### src/logic/meter_init_pkg.sv
// constants shared by the metering-ic start-up controller and its helpers
package meter_init_pkg;

   // clock and timing in their own units, cycle counts derived from them
   localparam int          CLK_MHZ         = 200;
   localparam int          POWERUP_WAIT_MS = 50;
   localparam int          RESET_LOW_MS    = 20;
   localparam int unsigned POWERUP_CYC     = POWERUP_WAIT_MS * CLK_MHZ * 1000;
   localparam int unsigned RESET_CYC       = RESET_LOW_MS * CLK_MHZ * 1000;
   localparam int          SER_HALF_CYC    = 50;       // half serial clock period

   // software register map, byte offsets on the axi4-lite port
   localparam logic [7:0]  CTRL_OFS        = 8'h00;
   localparam logic [7:0]  STATUS_OFS      = 8'h04;

   // ctrl fields
   localparam int          CTRL_NORMAL_BIT = 0;        // write one: enter normal mode
   localparam int          CTRL_SLEEP_BIT  = 1;        // write one: enter sleep mode
   localparam int          CTRL_RESET_BIT  = 2;        // write one: pulse ic reset
   localparam int          CTRL_I2C_BIT    = 8;        // wired interface is i2c

   // status fields
   localparam int          ST_BUSY_BIT     = 0;
   localparam int          ST_DONE_BIT     = 1;
   localparam int          ST_FAIL_BIT     = 2;
   localparam int          ST_NORMAL_BIT   = 3;
   localparam int          ST_INIT_BIT     = 4;
   localparam int          ST_TAKE_BIT     = 5;
   localparam int          ST_STEP_LSB     = 8;

   // axi responses
   localparam logic [1:0]  RESP_OKAY       = 2'b00;
   localparam logic [1:0]  RESP_SLVERR     = 2'b10;

   // power-mode pin encodings as {select_b, select_a}
   localparam logic [1:0]  PM_NORMAL       = 2'b01;
   localparam logic [1:0]  PM_SLEEP        = 2'b11;

   // metering-ic side of the start-up sequence
   localparam logic [15:0] PORT_ACT_ADDR   = 16'hEBFF;
   localparam logic [2:0]  ACT_WRITES      = 3'h3;
   localparam logic [2:0]  LAST_STEP       = 3'h5;
   localparam logic [15:0] SEC_CFG_ADDR    = 16'h0100;
   localparam logic [15:0] INTCOEF_ADDR    = 16'h0104;
   localparam logic [15:0] RUN_ADDR        = 16'h0108;
   localparam int          PORT_LOCK_BIT   = 1;
   localparam logic [31:0] PORT_LOCK_VAL   = 32'h0000_0002;
   localparam logic [31:0] INTCOEF_VAL     = 32'h00FF_8000;
   localparam logic [31:0] RUN_VAL         = 32'h0000_0001;
   localparam logic [7:0]  SPI_WRITE_CMD   = 8'h00;
   localparam logic [7:0]  I2C_WRITE_ADDR  = 8'hA0;

endpackage : meter_init_pkg

### src/logic/delay_counter.sv
// one-shot cycle counter giving a single pulse after a loaded number of cycles
module delay_counter
   import meter_init_pkg::*;
#(
   parameter int CNT_W = 24
)
(
   // clock and reset
   input  wire logic             mclk_i,
   input  wire logic             srst_i,
   // control
   input  wire logic             load_i,
   input  wire logic [CNT_W-1:0] cycles_i,
   output logic                  expired_o
);

   typedef struct packed {
      logic [CNT_W-1:0] cnt;
      logic             run;
   } dly_s;

   dly_s r, n;

   if (CNT_W < 2) $error("delay_counter: CNT_W too small");

   // pulse lands exactly cycles_i - 1 edges after the load edge
   always_comb
   begin
      n = r;
      if (load_i)
      begin
         n.cnt = cycles_i - {{(CNT_W-1){1'b0}}, 1'b1};
         n.run = 1'b1;
      end
      else if (r.run)
      begin
         if (r.cnt == '0)
            n.run = 1'b0;
         else
            n.cnt = r.cnt - {{(CNT_W-1){1'b0}}, 1'b1};
      end
   end

   always_ff @(posedge mclk_i)
   begin
      if (srst_i)
         r <= '0;
      else
         r <= n;
   end

   assign expired_o = r.run && (r.cnt == '0);

endmodule : delay_counter

### src/logic/meter_init_ctrl.sv
// start-up, power-mode and reset controller for a three-phase metering ic
module meter_init_ctrl
   import meter_init_pkg::*;
#(
   parameter int          AW               = 8,
   parameter int          CNT_W            = 24,
   parameter int unsigned POWER_UP_CYCLES  = POWERUP_CYC,
   parameter int unsigned RESET_LOW_CYCLES = RESET_CYC,
   parameter int          SER_HALF         = SER_HALF_CYC
)
(
   // clock and reset
   input  wire logic          mclk_i,
   input  wire logic          srst_i,
   // axi4-lite write address and data
   input  wire logic [AW-1:0] s_axi_awaddr_i,
   input  wire logic          s_axi_awvalid_i,
   output logic               s_axi_awready_o,
   input  wire logic [31:0]   s_axi_wdata_i,
   input  wire logic [3:0]    s_axi_wstrb_i,
   input  wire logic          s_axi_wvalid_i,
   output logic               s_axi_wready_o,
   // axi4-lite write response
   output logic [1:0]         s_axi_bresp_o,
   output logic               s_axi_bvalid_o,
   input  wire logic          s_axi_bready_i,
   // axi4-lite read
   input  wire logic [AW-1:0] s_axi_araddr_i,
   input  wire logic          s_axi_arvalid_i,
   output logic               s_axi_arready_o,
   output logic [31:0]        s_axi_rdata_o,
   output logic [1:0]         s_axi_rresp_o,
   output logic               s_axi_rvalid_o,
   input  wire logic          s_axi_rready_i,
   // metering ic power and reset pins
   output logic               power_mode_select_a_o,
   output logic               power_mode_select_b_o,
   output logic               ic_reset_n_o,
   // metering ic spi pins
   output logic               spi_cs_n_o,
   output logic               spi_sclk_o,
   output logic               spi_mosi_o,
   // metering ic i2c pins, open drain
   output logic               i2c_scl_o,
   output logic               i2c_scl_oe_o,
   output logic               i2c_sda_o,
   output logic               i2c_sda_oe_o,
   input  wire logic          i2c_sda_i,
   // board strap
   input  wire logic          takeover_select_input_i
);

   ////////////////////////////////////////////////////////////////////////////
   // types and state

   typedef enum logic [2:0] {Q_IDLE, Q_PWR_WAIT, Q_XFER, Q_XWAIT, Q_RST_LOW} seq_e;

   typedef struct packed {
      logic [15:0] addr;
      logic [31:0] data;
      logic [2:0]  nbytes;
   } frame_s;

   typedef struct packed {
      seq_e          st;
      logic [2:0]    step;
      logic          i2c;
      logic          sampled;
      logic          take;
      logic          pm_normal;
      logic          init_done;
      logic          rst_low;
      logic          done;
      logic          fail;
      logic          tload;
      logic          xstart;
      logic          aw_got;
      logic [AW-1:0] aw_addr;
      logic          w_got;
      logic [31:0]   w_data;
      logic [3:0]    w_strb;
      logic          bvalid;
      logic [1:0]    bresp;
      logic          rvalid;
      logic [31:0]   rdata;
      logic [1:0]    rresp;
   } ctl_s;

   ctl_s             r, n;
   frame_s           frame;
   logic             eng_done;
   logic             eng_fail;
   logic             eng_sclk;
   logic             eng_dout;
   logic             eng_cs_n;
   logic             t_expired;
   logic [CNT_W-1:0] t_cycles;
   logic             idle_ok;
   logic [31:0]      status_w;

   if (AW < 8) $error("meter_init_ctrl: AW must be at least 8");
   if (CNT_W > 31 || POWER_UP_CYCLES >= (32'h1 << CNT_W)
       || RESET_LOW_CYCLES >= (32'h1 << CNT_W) || POWER_UP_CYCLES < 1
       || RESET_LOW_CYCLES < 1)
      $error("meter_init_ctrl: delay counts do not fit CNT_W");

   ////////////////////////////////////////////////////////////////////////////
   // helpers

   // word decode shared by the read and the write path
   function automatic logic reg_hit(input logic [AW-1:0] a, input logic [7:0] ofs);
      reg_hit = ({a[AW-1:2], 2'b00} == AW'(ofs));   // offsets are word aligned
   endfunction : reg_hit

   // frame written at each step of the normal-mode entry
   function automatic frame_s step_frame(input logic [2:0] step);
      frame_s f;
      f = '{addr: PORT_ACT_ADDR, data: 32'h0000_0000, nbytes: 3'h1};
      case (step)
         3'h3:    f = '{addr: SEC_CFG_ADDR, data: PORT_LOCK_VAL, nbytes: 3'h1};
         3'h4:    f = '{addr: INTCOEF_ADDR, data: INTCOEF_VAL, nbytes: 3'h4};
         3'h5:    f = '{addr: RUN_ADDR, data: RUN_VAL, nbytes: 3'h2};
         default: f = '{addr: PORT_ACT_ADDR, data: 32'h0000_0000, nbytes: 3'h1};
      endcase
      step_frame = f;
   endfunction : step_frame

   assign frame   = step_frame(r.step);
   // commands are refused until the strap is caught, in takeover, or while busy
   assign idle_ok = (r.st == Q_IDLE) && r.sampled && !r.take;

   // status word seen by software
   always_comb
   begin
      status_w                = 32'h0000_0000;
      status_w[ST_BUSY_BIT]   = (r.st != Q_IDLE);
      status_w[ST_DONE_BIT]   = r.done;
      status_w[ST_FAIL_BIT]   = r.fail;
      status_w[ST_NORMAL_BIT] = r.pm_normal;
      status_w[ST_INIT_BIT]   = r.init_done;
      status_w[ST_TAKE_BIT]   = r.take;
      status_w[ST_STEP_LSB +: 3] = r.step;
   end

   ////////////////////////////////////////////////////////////////////////////
   // bus slave and sequencer

   assign s_axi_awready_o = !r.aw_got && !r.bvalid;
   assign s_axi_wready_o  = !r.w_got && !r.bvalid;
   assign s_axi_arready_o = !r.rvalid;

   always_comb
   begin
      n        = r;
      n.tload  = 1'b0;
      n.xstart = 1'b0;

      // strap is caught on the first edge after reset and then frozen
      if (!r.sampled)
      begin
         n.sampled = 1'b1;
         n.take    = takeover_select_input_i;
      end

      // address and data may come in either order
      if (s_axi_awvalid_i && s_axi_awready_o)
      begin
         n.aw_got  = 1'b1;
         n.aw_addr = s_axi_awaddr_i;
      end
      if (s_axi_wvalid_i && s_axi_wready_o)
      begin
         n.w_got  = 1'b1;
         n.w_data = s_axi_wdata_i;
         n.w_strb = s_axi_wstrb_i;
      end
      if (r.bvalid && s_axi_bready_i)
         n.bvalid = 1'b0;

      // read answer registered on the same edge that takes the address
      if (r.rvalid && s_axi_rready_i)
         n.rvalid = 1'b0;
      if (s_axi_arvalid_i && s_axi_arready_o)
      begin
         n.rvalid = 1'b1;
         n.rresp  = RESP_OKAY;
         n.rdata  = 32'h0000_0000;
         if (reg_hit(s_axi_araddr_i, CTRL_OFS))
            n.rdata[CTRL_I2C_BIT] = r.i2c;
         else if (reg_hit(s_axi_araddr_i, STATUS_OFS))
            n.rdata = status_w;
         else
            n.rresp = RESP_SLVERR;
      end

      // sequencer steps
      case (r.st)
         Q_IDLE:
            n.st = Q_IDLE;
         Q_PWR_WAIT:
            if (t_expired)
            begin
               n.step = r.i2c ? ACT_WRITES : 3'h0;
               n.st   = Q_XFER;
            end
         Q_XFER:
         begin
            n.xstart = 1'b1;
            n.st     = Q_XWAIT;
         end
         Q_XWAIT:
            if (eng_done)
            begin
               if (eng_fail)
               begin
                  n.fail = 1'b1;
                  n.st   = Q_IDLE;
               end
               else if (r.step == LAST_STEP)
               begin
                  n.init_done = 1'b1;
                  n.done      = 1'b1;
                  n.st        = Q_IDLE;
               end
               else
               begin
                  n.step = r.step + 3'h1;
                  n.st   = Q_XFER;
               end
            end
         Q_RST_LOW:
            if (t_expired)
            begin
               n.rst_low = 1'b0;
               n.done    = 1'b1;
               n.st      = Q_IDLE;
            end
         default:
            n.st = Q_IDLE;
      endcase

      // a write completes once both halves are in; commands act only when idle
      if (n.aw_got && n.w_got && !r.bvalid)
      begin
         n.aw_got = 1'b0;
         n.w_got  = 1'b0;
         n.bvalid = 1'b1;
         n.bresp  = RESP_OKAY;
         if (reg_hit(n.aw_addr, CTRL_OFS))
         begin
            if (n.w_strb[1] && r.st == Q_IDLE)
               n.i2c = n.w_data[CTRL_I2C_BIT];
            if (n.w_strb[0] && idle_ok)
            begin
               if (n.w_data[CTRL_RESET_BIT])
               begin
                  n.rst_low   = 1'b1;
                  n.tload     = 1'b1;
                  n.init_done = 1'b0;
                  n.done      = 1'b0;
                  n.fail      = 1'b0;
                  n.st        = Q_RST_LOW;
               end
               else if (n.w_data[CTRL_NORMAL_BIT])
               begin
                  n.pm_normal = 1'b1;
                  n.tload     = 1'b1;
                  n.init_done = 1'b0;
                  n.done      = 1'b0;
                  n.fail      = 1'b0;
                  n.st        = Q_PWR_WAIT;
               end
               else if (n.w_data[CTRL_SLEEP_BIT])
               begin
                  n.pm_normal = 1'b0;
                  n.init_done = 1'b0;
                  n.done      = 1'b1;
                  n.fail      = 1'b0;
               end
            end
         end
         else if (!reg_hit(n.aw_addr, STATUS_OFS))
            n.bresp = RESP_SLVERR;
      end
   end

   // the sleep code is what the ic expects after power-up
   always_ff @(posedge mclk_i)
   begin
      if (srst_i)
      begin
         r    <= '0;
         r.st <= Q_IDLE;
      end
      else
         r <= n;
   end

   ////////////////////////////////////////////////////////////////////////////
   // helpers: delay timer and serial engine

   // the load is registered, so r.st already names the wait being timed
   assign t_cycles = (r.st == Q_RST_LOW) ? CNT_W'(RESET_LOW_CYCLES) : CNT_W'(POWER_UP_CYCLES);

   delay_counter #(
      .CNT_W     (CNT_W)
   ) u_delay (
      .mclk_i    (mclk_i),
      .srst_i    (srst_i),
      .load_i    (r.tload),
      .cycles_i  (t_cycles),
      .expired_o (t_expired)
   );

   serial_write_engine #(
      .HALF_CYC (SER_HALF)
   ) u_serial (
      .mclk_i   (mclk_i),
      .srst_i   (srst_i),
      .start_i  (r.xstart),
      .i2c_i    (r.i2c),
      .addr_i   (frame.addr),
      .data_i   (frame.data),
      .nbytes_i (frame.nbytes),
      .busy_o   (),
      .done_o   (eng_done),
      .fail_o   (eng_fail),
      .sclk_o   (eng_sclk),
      .dout_o   (eng_dout),
      .cs_n_o   (eng_cs_n),
      .sda_i    (i2c_sda_i)
   );

   ////////////////////////////////////////////////////////////////////////////
   // pins toward the ic; takeover lets them all float high

   assign power_mode_select_a_o = r.take | (r.pm_normal ? PM_NORMAL[0] : PM_SLEEP[0]);
   assign power_mode_select_b_o = r.take | (r.pm_normal ? PM_NORMAL[1] : PM_SLEEP[1]);
   assign ic_reset_n_o          = r.take | ~r.rst_low;
   assign spi_cs_n_o            = r.take | r.i2c | eng_cs_n;
   assign spi_sclk_o            = r.take | r.i2c | eng_sclk;
   assign spi_mosi_o            = r.take | r.i2c | eng_dout;
   assign i2c_scl_o             = 1'b0;
   assign i2c_sda_o             = 1'b0;
   // open drain: only pull low, never while in takeover or spi wiring
   assign i2c_scl_oe_o          = !r.take && r.i2c && !eng_sclk;
   assign i2c_sda_oe_o          = !r.take && r.i2c && !eng_dout;

   assign s_axi_bvalid_o        = r.bvalid;
   assign s_axi_bresp_o         = r.bresp;
   assign s_axi_rvalid_o        = r.rvalid;
   assign s_axi_rdata_o         = r.rdata;
   assign s_axi_rresp_o         = r.rresp;

endmodule : meter_init_ctrl

### src/logic/serial_write_engine.sv
// write-only serial frame engine: spi (mode 3) or i2c with ack check
module serial_write_engine
   import meter_init_pkg::*;
#(
   parameter int HALF_CYC = SER_HALF_CYC
)
(
   // clock and reset
   input  wire logic        mclk_i,
   input  wire logic        srst_i,
   // request
   input  wire logic        start_i,
   input  wire logic        i2c_i,
   input  wire logic [15:0] addr_i,
   input  wire logic [31:0] data_i,
   input  wire logic [2:0]  nbytes_i,
   output logic             busy_o,
   output logic             done_o,
   output logic             fail_o,
   // line
   output logic             sclk_o,
   output logic             dout_o,
   output logic             cs_n_o,
   input  wire logic        sda_i
);

   typedef enum logic [2:0] {E_IDLE, E_START, E_LO, E_HI, E_STOP, E_END} eng_e;

   typedef struct packed {
      eng_e        st;
      logic [15:0] cnt;
      logic [55:0] sh;
      logic [2:0]  bitc;
      logic [2:0]  left;
      logic        i2c;
      logic        ack;
      logic        nack;
      logic        sclk;
      logic        dout;
      logic        cs_n;
      logic        done;
      logic        fail;
   } eng_s;

   eng_s        r, n;
   logic        tick;
   logic        byte_end;
   logic [31:0] data_al;

   if (HALF_CYC < 1 || HALF_CYC > 65535) $error("serial_write_engine: bad HALF_CYC");

   // data bytes are left-aligned so that the frame always starts at bit 55
   assign data_al = data_i << {3'(3'h4 - nbytes_i), 3'b000};
   assign tick    = (r.cnt == 16'(HALF_CYC - 1));

   // clock idles high for both buses, data moves in the low half
   always_comb
   begin
      n        = r;
      n.done   = 1'b0;
      n.fail   = 1'b0;
      byte_end = 1'b0;
      if (r.st != E_IDLE)
         n.cnt = tick ? 16'h0000 : r.cnt + 16'h0001;
      case (r.st)
         E_IDLE:
            if (start_i)
            begin
               n.st   = E_START;
               n.cnt  = 16'h0000;
               n.sh   = {(i2c_i ? I2C_WRITE_ADDR : SPI_WRITE_CMD), addr_i, data_al};
               n.left = 3'(nbytes_i + 3'h3);
               n.bitc = 3'h0;
               n.i2c  = i2c_i;
               n.ack  = 1'b0;
               n.nack = 1'b0;
               n.cs_n = i2c_i;          // spi select falls a half period early
               n.dout = ~i2c_i;         // i2c start: data falls while clock high
            end
         E_START:
            if (tick)
            begin
               n.sclk = 1'b0;
               n.dout = r.sh[55];
               n.st   = E_LO;
            end
         E_LO:
            if (tick)
            begin
               n.sclk = 1'b1;
               n.st   = E_HI;
            end
         E_HI:
            if (tick)
            begin
               if (r.ack)
               begin
                  n.nack   = r.nack | sda_i;   // released data line means no ack
                  n.ack    = 1'b0;
                  byte_end = 1'b1;
               end
               else
               begin
                  n.sh   = {r.sh[54:0], 1'b0};
                  n.bitc = r.bitc + 3'h1;
                  if (r.bitc == 3'h7)
                  begin
                     n.ack    = r.i2c;
                     byte_end = ~r.i2c;
                  end
               end
               n.sclk = 1'b0;
               if (byte_end && r.left == 3'h1)
               begin
                  n.sclk = ~r.i2c;      // spi clock stays high: no extra rising edge
                  n.dout = 1'b0;
                  n.st   = E_STOP;
               end
               else
               begin
                  n.dout = n.ack ? 1'b1 : n.sh[55];
                  n.st   = E_LO;
                  if (byte_end)
                     n.left = r.left - 3'h1;
               end
            end
         E_STOP:
            if (tick)
            begin
               n.sclk = 1'b1;
               n.st   = E_END;
            end
         E_END:
            if (tick)
            begin
               n.dout = 1'b1;           // i2c stop: data rises while clock high
               n.cs_n = 1'b1;
               n.done = 1'b1;
               n.fail = r.nack;
               n.st   = E_IDLE;
            end
         default:
            n.st = E_IDLE;
      endcase
   end

   always_ff @(posedge mclk_i)
   begin
      if (srst_i)
      begin
         r      <= '0;
         r.st   <= E_IDLE;
         r.sclk <= 1'b1;
         r.dout <= 1'b1;
         r.cs_n <= 1'b1;
      end
      else
         r <= n;
   end

   assign busy_o = (r.st != E_IDLE);
   assign done_o = r.done;
   assign fail_o = r.fail;
   assign sclk_o = r.sclk;
   assign dout_o = r.dout;
   assign cs_n_o = r.cs_n;

endmodule : serial_write_engine

### config.mk
export PLATFORM = sky130hd
export DESIGN_NAME = meter_init_ctrl
export DESIGN_NICKNAME = d
export VERILOG_FILES = /design/src/logic/meter_init_pkg.sv /design/src/logic/delay_counter.sv /design/src/logic/meter_init_ctrl.sv /design/src/logic/serial_write_engine.sv
export SDC_FILE = /design/constraint.sdc
export NUM_CORES = 1
export LEC_CHECK = 0
export BUFFER_PORTS_ARGS = -buffer_cell sky130_fd_sc_hd__buf_2
export CORE_MARGIN = 2
export CORE_UTILIZATION = 33
export DETAILED_ROUTE_END_ITERATION = 6
export HOLD_SLACK_MARGIN = 0.02
export PLACE_DENSITY = 0.51
export SLEW_MARGIN = 40
export SYNTH_ARGS = -nofsm -noshare
export SYNTH_HDL_FRONTEND = slang
export SYNTH_HIERARCHICAL = 1
export SYNTH_SLANG_ARGS = --single-unit
### constraint.sdc
create_clock -name mclk_i -period 4.32 [get_ports mclk_i]
set_clock_uncertainty 0.2 [all_clocks]
set_input_delay 0.216 -clock mclk_i [delete_from_list [all_inputs] [get_ports mclk_i]]
set_output_delay 0.216 -clock mclk_i [all_outputs]
set_load 0.05 [all_outputs]
## After elaboration in Yosys (flattened, before gate mapping)

Cells that the tools add are included.

- Bits in registers: 214
- Latch bits: 0
- Bits in writable memories: 0
- Memory bits (read-only): 0
- Input port bits: 61
- Logic and storage cells: 255
- Memories kept: 0

- Add/sub/neg operators: 8
- Multiply operators: 0
- Div/mod/pow operators: 0
- $lt $le $gt $ge: 0
- Equality and inequality tests: 33
- Shift operators: 1
- Mux-type cells: 97
- Bitwise gates (word level): 16
- Reduce and logical (&&, ||, !) cells: 59

Operators by type and width:

| operator | number |
|---|---|
| $pmux W51 S3 | 1 |
| $pmux W62 S2 | 1 |
| $mux W84 | 1 |
| $mux W62 | 1 |
| $mux W59 | 1 |
| $mux W3 | 18 |
| $mux W25 | 2 |
| $mux W16 | 3 |
| $mux W24 | 2 |
| $sub A24 B1 Y24 const B | 2 |
| $mux W37 | 1 |
| $mux W35 | 1 |
| $shl A32 B6 Y32 | 1 |
| $mux W1 | 31 |
| $mux W2 | 14 |
| $logic_not A24 Y1 | 1 |
| $mux W23 | 1 |
| $reduce_and A5 Y1 | 4 |
| $eq A3 B3 Y1 const B | 6 |
| $logic_and A1 B1 Y1 | 18 |
| $ne A2 B1 Y1 const B | 9 |
| $pmux W3 S6 | 1 |
| $add A16 B1 Y16 const B | 1 |
| $eq A16 B6 Y1 const B | 1 |
| 36 further kinds | 92 |

## Depth between registers and ports, before layout

- Depth after elaboration: 11
- Depth in mapped cells: 15

## Cells and area by module

The synthesis kept the hierarchy.

By module, submodules not included:

| module | instances | cells an instance | area each (um2) | seq. area each (um2) |
|---|---|---|---|---|
| serial_write_engine | 1 | 557 | 4515.6 | 1781.7 |
| meter_init_ctrl | 1 | 259 | 2237.1 | 860.8 |
| delay_counter | 1 | 240 | 1911.8 | 500.5 |

## Least setup slack after synthesis

No wires, ideal clock.

- Path kind: register -> register
- From: register r[98] (netlist name)
- To: register u_delay/r[19] (netlist bit)
- Arrival time: 3541 ps
- Slack: 493 ps
- Cell stages (with the launch flop): 10
- Path buffers: 2
- Cells stage by stage: dfxtp_1 > clkbuf_1 > nor3b_1 > inv_1 > nor3_1 > nand4_1 > clkbuf_1 > nor4_1 > xnor2_1 > a211oi_1

RTL lines:

| element | line | source |
|---|---|---|
| to (signal assigned) | delay_counter.sv:49 | `r <= n;` |
| to (decl) | delay_counter.sv:22 | `dly_s r, n;` |

==> impl_metrics.yaml <==
layout:
  layout-drive-gt1-share: 0.113
  layout_common_cells: "157 x dfxtp_1, 128 x conb_1, 118 x nor2_1"
  area_growth_pct: 19.1
  final_area_um2: 10300
  final_net_count: 1262
  layout_commonest_cell: "dfxtp_1"
  antenna_cells: 0
place:
  postPlaceCellArea_um2: 9440
  globalplace.congestion: 0.822
  portBuffers: 49
  dpl.hpwl_um: 14500
yosys:
  ys_seq_area_frac: 0.363
  synth_edf_count: 0
  async_flop_share: 0
  synth.avg_cell_area_um2: 8.21
  synth.distinct_cells: 74
  netlist_area_um2: 8660
  yosysWarnings: 6
  synth_ff_type: "dfxtp_1"
  synthCells: 1056
  synth_seq_cells: 157
grt:
  grt_pass1_wl_um: 36300
  antenna_found_initial: 0
  gr-total-overflow: 0
  grt_pass1_vias: 7098
  grt_use_total: 0.156
  grt_max_degree: 51
drt:
  routed-via-count: 7804
  drt-vias-per-instance: 5.08
  wire_per_inst_um: 14.2
  antenna_left: 0
  drc: 0
  drt-pass1-iter-count: 5
  wirelength_um: 21800
  first_iter_violations: 579
timing:
  slew_headroom: 0.488
  min_period_ns: 3.25
  setup_tns_ns: 0
  slew_viol_final: 0
  hold_slack_ns: 0.175
  setup_viol: 0
  worstMarginPinSlew_ns: 0.762
  rsz0062_at_grt: "false"
  fmax_mhz: 308
  finalCritPeriodShare: 0.751
  hold_viol: 0
clock_network:
  cts_buffers: 17
  cts_max_path_buffers: 2
  htreeDepth: 4
  clock_latency_ns: 0.42
  clock-root-buffer: "clkbuf_16"
  cts_tree: "done"
  cts.sinks: 157
  clkTransAtPathRegs_ns: 0.07
  cts_resized: 0
setup_path:
  cp_num_buf_inv: 2
  slowest_delay_ns: 0.49
  cp_max_fo: 17
  required_ns: 4.48
  worstPathCellList: "nor3b_2 -> buf_4 -> inv_1 -> nor3_1 -> nand4_1 -> or3_1 -> a31o_1 -> a21oi_1"
  critical_path_class: "reg2reg"
  cp-start-kind: "flip-flop"
  path_delay_family: "simple AND/OR/NAND/NOR gates"
  cp_slowest_cell: "or3_1"
  crit_arrival_ns: 3.40
  crit_path_end_kind: "flip-flop"
die:
  core_area_um2: 25900
  die_x_um: 166
  row_count: 59
  die-area_um2: 27600
  io_pins: 112
  die_y_um: 166
  start_util: 0.334
flow_run:
  cap_violations: 0
power:
  max-vdd-ir-drop_uv: 264
  p_total_mw: 3.41
  powerDensity_nw_per_um2: 330
  power_leakage_nw: 4.04
outcome:
  outcome: "completed"
min_path:
  min_path_type: "in2reg"
-- stage by stage --
step | utilization | cells | setup WS, ns
final | 0.398 | 1535 | 1.07
after global routing | 0.398 | 1535 | 0.694
after CTS | 0.398 | 1535 | 1.04
after detailed placement | 0.364 | 1480 | 1.07
after global placement | 0.364 | 1480 | 0.957
after floorplan | - | 1182 | 0.493
-- power breakdown --
part / total, mW / switching [mW] / internal (mW)
registers: 1.48 / 0.0131 / 1.46
logic: 0.277 / 0.191 / 0.0857
clock network: 1.65 / 0.654 / 0.998
total: 3.41 / 0.859 / 2.55
-- layer usage --
metal | up-vias | global-route usage | routed length [um]
met5 | - | 0 | 0
met4 | 0 | 0.0371 | 148
met3 | 11 | 0.0286 | 817
met2 | 158 | 0.244 | 9730
met1 | 3646 | 0.224 | 11100
li1 | 3989 | - | -
-- final timing paths --
| check | start | to | slack (ns) | depth (start not counted) |
|---|---|---|---|---|
| worst max-delay path | r[98]$_SDFF_PP0_ | u_delay/r[17]$_SDFFE_PP0P_ | 1.07 | 8 |
| worst min-delay path | s_axi_wvalid_i | r[74]$_SDFF_PP0_ | 0.18 | 5 |
| worst max register to register | r[98]$_SDFF_PP0_ | u_delay/r[17]$_SDFFE_PP0P_ | 1.07 | 8 |
| worst min register to register | u_serial/r[63]$_SDFFE_PP0P_ | u_serial/r[64]$_SDFFE_PP0P_ | 0.25 | 2 |
-- flip-flops by register name (all words and copies together), names as in the netlist --
name	count
u_serial/fail_o	1
u_serial/done_o	1
u_delay/r	25
s_axi_bvalid_o	1
u_serial/dout_o	1
s_axi_rvalid_o	1
u_serial/cs_n_o	1
u_serial/sclk_o	1
s_axi_bresp_o	1
u_serial/r	84
s_axi_rresp_o	1
s_axi_rdata_o	9
r	30
-- cell usage after synthesis (all sizes together) (8+ instances only) --
library cell	number	area share
nor3b	9	0.0078
nor2	120	0.052
a221oi	43	0.043
nor2b	15	0.011
and2	11	0.0079
a21oi	71	0.041
nand2	60	0.026
nor3	72	0.042
nor4	17	0.019
ha	14	0.020
a21o	9	0.0078
nand3	21	0.012
dfxtp	157	0.36
mux2i	35	0.040
or4	14	0.014
a22oi	10	0.0087
buf	55	0.044
a2bb2oi	8	0.0081
o21ai	45	0.027
clkbuf	55	0.024
and3	10	0.0072
xnor2	22	0.022
a211oi	17	0.015
or3	19	0.014
nand2b	13	0.0094
a311oi	11	0.011
inv	31	0.013
a31oi	11	0.0079
-- final cells by class --
class                   instances  area (um2)
inverters                      31         116
clock buffers                  18         439
clock inverters                14         206
flip-flops and latches        157        3140
fillers                      2644       15600
multi-input cells             884        5340
well taps                     335         419
repair buffers                 96         658
-- worst min-delay path: stages --
cell and delay, ns:
buf_2 0.10, nor3b_1 0.13, buf_4 0.17, nor2_1 0.09, nor3_1 0.05
-- cells by family after synthesis --
kind of cell	Yosys count	share of synthesized area
AOI/OAI and AO/OA	271	0.217
xor gates and xnor gates	26	0.0263
adders and majority gates	14	0.0202
buffers and inverters	141	0.0812
DFF	157	0.363
muxes	37	0.0430
other	2	0.000867
and+or+nand+nor	408	0.249
-- repair_timing --
item,in CTS,in global routing
hold buffers,23,0
setup endpoints to repair,0,0
setup buffers,0,0
hold endpoints to repair,24,0
(Power assumes the default switching activity.)
